## config.mk

```make
export PLATFORM = sky130hd
export DESIGN_NAME = aop_top
export DESIGN_NICKNAME = d
export VERILOG_FILES = /design/src/aop_pkg.sv /design/src/aop_quantizer.sv /design/src/aop_top.sv
export SDC_FILE = /design/constraint.sdc
export NUM_CORES = 1
export LEC_CHECK = 0
export BUFFER_PORTS_ARGS = -buffer_cell sky130_fd_sc_hd__buf_2
export CORE_MARGIN = 5
export CORE_UTILIZATION = 55
export CTS_CLUSTER_SIZE = 40
export DETAILED_ROUTE_END_ITERATION = 6
export PLACE_DENSITY_LB_ADDON = 0.15
export REMOVE_ABC_BUFFERS = 1
export SKIP_LAST_GASP = 1
export SLEW_MARGIN = 20
export SYNTH_ARGS = -nofsm -noshare
export SYNTH_HDL_FRONTEND = slang
export SYNTH_SLANG_ARGS = --single-unit
```

## constraint.sdc

```tcl
create_clock -name ref_clk -period 70 [get_ports ref_clk]
set_input_delay 21 -clock ref_clk [delete_from_list [all_inputs] [get_ports ref_clk]]
set_output_delay 21 -clock ref_clk [all_outputs]
set_load 0.1 [all_outputs]
```

## src/aop_pkg.sv

```systemverilog
package aop_pkg;
  localparam int unsigned RES_BITS     = 8;
  localparam logic [7:0]  CODE_ZERO    = 8'h00;
  localparam logic [7:0]  CODE_FULL    = 8'hff;
  localparam int unsigned IN_BITS      = 12;
  localparam int unsigned PIPE_STAGES  = 2;
  localparam int unsigned WARMUP_CYC   = 2;
  localparam int unsigned CLK_MHZ      = 100;
  localparam int unsigned CONV_DIV     = 4;
  typedef enum logic [1:0] {AOP_COLD, AOP_WARM, AOP_RUN} aop_state_t;
endpackage : aop_pkg

```

## src/aop_quantizer.sv

```systemverilog
`timescale 1ns/10ps
`default_nettype none
module aop_quantizer #(
  parameter int unsigned IN_W  = aop_pkg::IN_BITS,
  parameter int unsigned OUT_W = aop_pkg::RES_BITS
) (
  input  wire logic [IN_W-1:0]  level,
  input  wire logic [IN_W-1:0]  ref_bottom_level,
  input  wire logic [IN_W-1:0]  ref_top_level,
  output logic      [OUT_W-1:0] code
);
  logic [IN_W-1:0]      span;
  logic [IN_W-1:0]      ofs;
  logic [IN_W+OUT_W:0]  prod;
  logic [IN_W+OUT_W:0]  quot;
  always_comb begin
    span = ref_top_level - ref_bottom_level;
    ofs  = level - ref_bottom_level;
    prod = {{(OUT_W+1){1'b0}}, ofs} << OUT_W;
    quot = (span == '0) ? '0 : prod / {{(OUT_W+1){1'b0}}, span};
    if (level <= ref_bottom_level) begin
      code = aop_pkg::CODE_ZERO; // see RULE9
    end else if (level >= ref_top_level) begin
      code = aop_pkg::CODE_FULL; // see RULE10
    end else if (quot > {{(IN_W+1){1'b0}}, aop_pkg::CODE_FULL}) begin
      code = aop_pkg::CODE_FULL;
    end else begin
      code = quot[OUT_W-1:0]; // see RULE13
    end
  end
endmodule : aop_quantizer
`default_nettype wire

```

## src/aop_top.sv

```systemverilog
// Functional notes
// RULE1 - sample input on conversion clock falling edge
// RULE2 - result appears 2.5 cycles after acquisition
// RULE3 - new result word every clock cycle
// RULE4 - output updates after rising conversion edge
// RULE5 - converts continuously while clock runs
// RULE6 - output enable low drives data
// RULE7 - output enable high floats data
// RULE8 - eight-bit result across reference span
// RULE9 - below bottom reference gives all zeros
// RULE10 - above top reference gives all ones
// RULE11 - host supplies two clocks before use
// RULE12 - host keeps conversion rate at least 1 MHz
// RULE13 - unsigned binary, monotonic within span
`timescale 1ns/10ps
`default_nettype none
module aop_top #(
  parameter int unsigned IN_W  = aop_pkg::IN_BITS,
  parameter int unsigned OUT_W = aop_pkg::RES_BITS
) (
  input  wire logic             ref_clk,
  input  wire logic             reset,
  input  wire logic             conv_clk,
  input  wire logic             out_enable_n,
  input  wire logic [IN_W-1:0]  analog_level,
  input  wire logic [IN_W-1:0]  ref_bottom_level,
  input  wire logic [IN_W-1:0]  ref_top_level,
  output logic      [OUT_W-1:0] data_out,
  output logic      [OUT_W-1:0] data_oe,
  output logic                  ready
);
  //////////////////////////////////////////////////////////////////////////
  // input synchronisers
  logic [1:0]       cclk_sync_q;
  logic [1:0]       oen_sync_q;
  logic             cclk_prev_q;
  logic             fall_ev;
  logic             rise_ev;
  logic [OUT_W-1:0] code;
  logic [OUT_W-1:0] held_q;
  logic [OUT_W-1:0] pipe_q [aop_pkg::PIPE_STAGES];
  logic [1:0]       warm_cnt_q;
  aop_pkg::aop_state_t state_q;

  always_ff @(posedge ref_clk) begin
    cclk_sync_q <= {cclk_sync_q[0], conv_clk};
    oen_sync_q  <= {oen_sync_q[0], out_enable_n};
    cclk_prev_q <= cclk_sync_q[1];
  end

  assign fall_ev = cclk_prev_q & ~cclk_sync_q[1];
  assign rise_ev = ~cclk_prev_q & cclk_sync_q[1];

  //////////////////////////////////////////////////////////////////////////
  // quantiser
  aop_quantizer #(.IN_W(IN_W), .OUT_W(OUT_W)) aop_quantizer_inst (
    .level            (analog_level),
    .ref_bottom_level (ref_bottom_level),
    .ref_top_level    (ref_top_level),
    .code             (code)
  ); // see RULE8

  //////////////////////////////////////////////////////////////////////////
  // sample and pipeline
  always_ff @(posedge ref_clk) begin
    if (reset) begin
      held_q <= '0;
    end else if (fall_ev) begin
      held_q <= code; // see RULE1
    end
  end

  always_ff @(posedge ref_clk) begin
    if (reset) begin
      for (int i = 0; i < aop_pkg::PIPE_STAGES; i++) pipe_q[i] <= '0;
    end else if (rise_ev) begin
      pipe_q[0] <= held_q; // see RULE3
      for (int i = 1; i < aop_pkg::PIPE_STAGES; i++) pipe_q[i] <= pipe_q[i-1]; // see RULE2
    end
  end

  always_ff @(posedge ref_clk) begin
    if (reset) begin
      data_out <= '0;
    end else if (rise_ev) begin
      data_out <= pipe_q[aop_pkg::PIPE_STAGES-1]; // see RULE4
    end
  end

  //////////////////////////////////////////////////////////////////////////
  // output enable
  always_ff @(posedge ref_clk) begin
    if (reset) begin
      data_oe <= '0;
    end else begin
      data_oe <= {OUT_W{~oen_sync_q[1]}}; // see RULE6 see RULE7
    end
  end

  //////////////////////////////////////////////////////////////////////////
  // warm-up tracking, free running conversion
  always_ff @(posedge ref_clk) begin
    if (reset) begin
      state_q    <= aop_pkg::AOP_COLD;
      warm_cnt_q <= '0;
      ready      <= 1'b0;
    end else begin
      case (state_q)
        aop_pkg::AOP_COLD: begin
          if (rise_ev) begin
            state_q    <= aop_pkg::AOP_WARM;
            warm_cnt_q <= 2'h1;
          end
        end
        aop_pkg::AOP_WARM: begin
          if (rise_ev) begin
            warm_cnt_q <= warm_cnt_q + 2'h1;
            if (32'(warm_cnt_q) + 1 >= aop_pkg::WARMUP_CYC + aop_pkg::PIPE_STAGES) begin
              state_q <= aop_pkg::AOP_RUN; // see RULE11
              ready   <= 1'b1;
            end
          end
        end
        aop_pkg::AOP_RUN: begin
          ready <= 1'b1; // see RULE5
        end
        default: begin
          state_q <= aop_pkg::AOP_COLD;
        end
      endcase
    end
  end
endmodule : aop_top
`default_nettype wire

```

==> Word level (Yosys, flattened, before mapping) <==
Memories as Yosys holds them, arrays and structs flattened. A register that Yosys moved wholly into a read port is not among the register bits.
Cells that the tools add are included.
{ "word_totals": {"ram_bits": 16, "romBits": 0, "out_inout_bits": 17, "latchBits": 0, "register_bits": 19, "memories": 1, "wordCells": 58} }
{ "memory_table": {"columns": ["memory", "words", "word_bits", "rd", "rd_clocked_by_memory_dff", "wr", "line", "rtl"], "rows": [
  ["pipe_q", 2, 8, 2, 1, 2, "aop_top.sv:41", "logic [OUT_W-1:0] pipe_q [aop_pkg::PIPE_STAGES];"]
]} }
{ "op_classes": {"eq_ne": 5, "n_addsub": 4, "shift": 0, "n_div": 1, "magnitude_cmp": 4, "reduce_logical": 7, "mux": 20, "n_bitwise": 8, "mul": 0} }
{ "ops": {"columns": ["operator", "count"], "rows": [
  ["$mux 8", 5],
  ["$sub 12x12->12", 2],
  ["$div 20x12->21", 1],
  ["$gt 21x8->1 const B", 1],
  ["$mux 21", 1],
  ["$ge 12x12->1", 1],
  ["$le 12x12->1", 1],
  ["$logic_not 12->1", 1],
  ["$mux 2", 4],
  ["$mux 1", 7],
  ["$ne 2x2->1 const B", 3],
  ["$pmux 2 s3", 1],
  ["$reduce_and 3->1", 2],
  ["$not 1->1", 4],
  ["$pmux 2 s2", 1],
  ["$reduce_and 4->1", 1],
  ["$reduce_bool 2->1", 2],
  ["$add 2x1->3 const B", 1],
  ["$ge 3x3->1 const B", 1],
  ["$add 2x1->2 const B", 1],
  ["$and 1x1->1", 2],
  ["$eq 2x1->1 const B", 1],
  ["$eq 2x2->1 const B", 1],
  ["$logic_not 2->1", 1],
  ["other kinds (2)", 3]
]} }

==> Longest topological paths before layout <==
{ "logic_depth": {"ltp_word": 7, "depth_mapped": 247, "ltp_nobuf": 232} }

==> Hierarchy <==
A second synthesis with hierarchy kept.
{ "hier_totals": {"cells_unflattened": 1943, "area_unflattened_um2": 14497.7} }
{ "modules_own_cells": {"columns": ["module", "cells_each", "area_each_um2", "instances"], "rows": [
  ["aop_quantizer", 1809, 12917.4, 1],
  ["aop_top", 134, 1580.3, 1]
]} }

==> Worst setup path before layout <==
Ideal clock, no wire load.
{ "synth_timing": {"path_type": "input -> register", "startpoint": "input ref_bottom_level[2]", "endpoint": "register held_q[0]", "path_stages": 234, "n_path_buf": 15, "required_time_ns": 69.862, "arrival_time_ns": 65.206, "slack_ns": 4.656, "path_cell_list": "inv_1 > ha_1 > a21o_1 > a21oi_1 > o211ai_1 > a221oi_1 > xor2_1 > inv_1 > ha_1 > o21a_1 > o211ai_1 > o21ai_0 > o31ai_1 > ha_1 > o21a_1 > o21ai_0 > a22o_1 > nand2_1 > [198 not listed] > a21o_1 > a21o_1 > a21oi_1 > nor2b_1 > o21ai_0 > nand2b_1 > a21oi_1 > nor2b_1 > o21ai_0 > nand2b_1 > a21oi_1 > nor2b_1 > o21ai_0 > o311ai_0 > nor2_1 > and3_1 > and3_1 > a41oi_1"} }
{ "synth_between": {"elab_chain_len": 7} }
{ "synth_rtl": {"columns": ["element", "line", "rtl"], "rows": [
  ["from (decl)", "aop_top.sv:26", "input wire logic [IN_W-1:0] ref_bottom_level,"],
  ["$sub 12x12->12, on equally long branches", "aop_quantizer.sv:18, aop_quantizer.sv:17", null],
  ["$div 20x12->21 / $logic_not 12->1 (equally long branches)", "aop_quantizer.sv:20", "quot = (span == '0) ? '0 : prod / {{(OUT_W+1){1'b0}}, span};"],
  ["$mux 21", "aop_quantizer.sv:20", null],
  ["$gt 21x8->1", "aop_quantizer.sv:25", "end else if (quot > {{(IN_W+1){1'b0}}, aop_pkg::CODE_FULL}) begin"],
  ["$mux 8", "aop_quantizer.sv:25", null],
  ["$mux 8", "aop_quantizer.sv:23", "end else if (level >= ref_top_level) begin"],
  ["$mux 8 *", "aop_quantizer.sv:21", "if (level <= ref_bottom_level) begin"],
  ["to (signal assigned)", "aop_top.sv:69", "held_q <= code;"],
  ["to (decl)", "aop_top.sv:40", "logic [OUT_W-1:0] held_q;"]
]} }
Mark *: on every way between the ends. The rest lies on a longest branch, timed or not.
A chain may end at the register's enable or synchronous reset.

==> Worst setup path in the final report <==
{ "layout_timing": {"startpoint": "input ref_top_level[0]", "endpoint": "register held_q[0]"} }
{ "layout_between": {"elab_chain_len": 7} }
{ "layout_rtl": {"columns": ["element", "line", "rtl"], "rows": [
  ["from (decl)", "aop_top.sv:27", "input wire logic [IN_W-1:0] ref_top_level,"],
  ["$sub 12x12->12", "aop_quantizer.sv:17", "span = ref_top_level - ref_bottom_level;"],
  ["$div 20x12->21 / $logic_not 12->1 (equally long branches)", "aop_quantizer.sv:20", null],
  ["$mux 21", "aop_quantizer.sv:20", null],
  ["$gt 21x8->1", "aop_quantizer.sv:25", null],
  ["$mux 8", "aop_quantizer.sv:25", null],
  ["$mux 8 *", "aop_quantizer.sv:23", null],
  ["$mux 8 *", "aop_quantizer.sv:21", null]
]} }
Marks and branches as above.

==> impl_metrics.env <==
export IMPL_outcome="finished clean"
export IMPL_nNetsFinal=2273
export IMPL_slew_violations=0
export IMPL_worstHoldEndpoint="oen_sync_q[1]$_DFF_P_"
export IMPL_critPathKind="in -> reg"
export IMPL_place_worst_setup_slack_ns=-0.406
export IMPL_syn_inst=1960
export IMPL_register_area_um2=1020
export IMPL_io_buffers=56
export IMPL_drive_gt1_share_pct=13.0
export IMPL_cts_hold_buf=0
export IMPL_cp_common_cell="a21oi_1"
export IMPL_clockBufferDepth=2
export IMPL_grt_busiest_layer="met2"
export IMPL_rows=59
export IMPL_max_slew_margin_pct=39.0
export IMPL_placed_cells=2320
export IMPL_netlist_cell_type_count=116
export IMPL_slowest_delay_ns=0.63
export IMPL_drc=0
export IMPL_setup_violations=0
export IMPL_start_util_pct=55.4
export IMPL_whs_path_depth=0
export IMPL_clock_sinks=43
export IMPL_synth_area_per_cell_um2=7.28
export IMPL_grt_max_degree=37
export IMPL_area_delta_synth_final_pct=8.77
export IMPL_final_core_util_pct=60.2
export IMPL_period_minus_slack_ns=66.96
export IMPL_clock_fmax_mhz=14.9
export IMPL_fin_ws_ns=3.04
export IMPL_synth_top_cell_by_area="ha_1"
export IMPL_grt_use_total_pct=29.1
export IMPL_dieHeight_um=171
export IMPL_gr_usage_met1_pct=39.0
export IMPL_ant_nets=0
export IMPL_routed_wirelength_mm=45.0
export IMPL_clockRootBuffer="clkbuf_16"
export IMPL_r2r_setup_slack_ns=68.07
export IMPL_synth_edf_count=16
export IMPL_hold_class="reg -> reg"
export IMPL_via_count=15400
export IMPL_fin_setup_tns_ns=0
export IMPL_insertion_delay_ns=0.28
export IMPL_use_met3_pct=2.15
export IMPL_clk_pin_slew_worst_paths_ns=0.06
export IMPL_arrival_ns=67.10
export IMPL_first_pass_iters=6
export IMPL_globalplace_congestion=1.01
export IMPL_synth_area_leaders="ha_1, a21oi_1, xnor2_1, nand2_1, nor2_1"
export IMPL_die_x_um=171
export IMPL_multi_input_comb_area_um2=12900
export IMPL_synth_commonest_cells="ha_1, a21oi_1, nand2_1"
export IMPL_synth_most_common_cell="ha_1"
export IMPL_reg2reg_to="held_q[0]$_SDFFE_PP0P_"
export IMPL_grt_first_pass_wirelength_mm=70.9
export IMPL_async_reset_ff_share_pct=0
export IMPL_drv_cap=0
export IMPL_cp_depth=222
export IMPL_die_area_um2=29300
export IMPL_timing_critical_path_buf_inv=7
export IMPL_cts_tree="built"
export IMPL_max_slew_worst_pin_slew_ns=0.911
export IMPL_use_met2_pct=48.9
export IMPL_worst_clock_skew_ns=0.00721
export IMPL_hold_start="oen_sync_q[0]$_DFF_P_"
export IMPL_cts_buffers=5
export IMPL_routedWlPerCell_um=19.1
export IMPL_crit_slowest_cell="or4_1"
export IMPL_period_share_pct=95.7
export IMPL_grt_pass1_vias=14200
export IMPL_hold_viol=0
export IMPL_final_cell_count_no_fill=2353
export IMPL_cp_max_fo=25
export IMPL_drt_initial_drc_count=1172
export IMPL_fillerInstances=2428
export IMPL_endpoint_kind="register"
export IMPL_syn_area_um2=14300
export IMPL_vias_per_cell=6.54
export IMPL_yosysSeqAreaShare_pct=7.16
export IMPL_grt_overflow=0
export IMPL_worstPathRequired_ns=70.14
export IMPL_synth_top_area_share_pct=18.8
export IMPL_crit_family="compound AO/OA/AOI/OAI gates"
export IMPL_ys_ff_latch=43
export IMPL_antenna_found_initial=0
export IMPL_worstRegToRegCells=7
export IMPL_ys_warn_count=0
export IMPL_yosys_most_used_dff="dfxtp_1"
export IMPL_r2r_start="cclk_sync_q[1]$_DFF_P_"
export IMPL_startpoint_type="input port"
export IMPL_core_um2=25800
export IMPL_cts_max_level=2
export IMPL_dp_hpwl_mm=34.8
export IMPL_io_pins=57
## sequential cells by signal, indices dropped and copies added, names as in the netlist
register     count
cclk_prev_q      1
oen_sync_q       2
warm_cnt_q       2
pipe_q          16
ready            1
cclk_sync_q      2
held_q           8
state_q          2
data_oe          1
data_out         8
## kinds of logic after synthesis
family                   synth area share [%]
AO/OA/AOI/OAI                            34.1
AND/OR/NAND/NOR                          23.0
adder cells (fa/ha/maj)                  19.2
buffers and inverters                    4.67
XOR/XNOR                                 7.67
multiplexers                             4.17
flip-flops                               7.16
other                                  0.0263
## per-stage QoR
step / hold WS, ns / cell area [µm²]
after floorplan: 0.310 / 14000
after global placement: 0.313 / 14900
after detailed placement: 0.320 / 14900
after CTS: 0.331 / 15100
after global routing: 0.344 / 15500
final: 0.330 / 15500
## area by class of cell
cell class,instances,area share [%]
clock inverters,2,0.250
repair buffers,100,3.96
multi-input cells,1763,83.1
well taps,335,2.70
diodes,1,0.0161
clock buffers,6,0.895
inverters,103,2.49
flip-flops and latches,43,6.58
## cells in the final DEF (no fill, tap or decap), types with 14 or more instances in the layout
master,instances
nor2_1,150
xnor2_1,80
and2_1,16
a211oi_1,19
buf_2,56
edfxtp_1,16
xor2_1,41
o31ai_1,26
o21ai_1,14
and3_1,39
a21o_1,65
nand3_1,44
nor3_1,68
dfxtp_1,27
o21bai_1,40
o21a_1,60
mux2_2,35
a31oi_1,15
nand2_1,159
o21ai_0,105
o211ai_1,30
nand4_1,33
nor2b_1,24
buf_4,43
nand2b_1,20
nor4_1,16
ha_1,214
a21oi_1,182
inv_1,99
## repair_timing
action,4_1_cts,5_1_grt
resized for setup,2,67
pin swaps,0,11
cloned,0,1
setup buffers,0,23
setup endpoints to repair,1,2
## routing by layer
layer / vias up / wire length (µm)
met5: - / 0
met4: 0 / 1810
met3: 127 / 2780
met2: 558 / 20500
met1: 7172 / 19900
li1: 7528 / -
## worst max path at each step
stage,to,start
2_1_floorplan,held_q[0]$_SDFFE_PP0P_,ref_top_level[0]
3_3_place_gp,held_q[0]$_SDFFE_PP0P_,ref_top_level[0]
3_5_place_dp,held_q[0]$_SDFFE_PP0P_,ref_top_level[0]
4_1_cts,held_q[0]$_SDFFE_PP0P_,ref_top_level[0]
5_1_grt,held_q[0]$_SDFFE_PP0P_,ref_bottom_level[2]
6_report,held_q[0]$_SDFFE_PP0P_,ref_top_level[0]
Power is left out: the tool's default activity adds up to more than one toggle a clock period on the data nets, which glitch-free logic cannot reach.
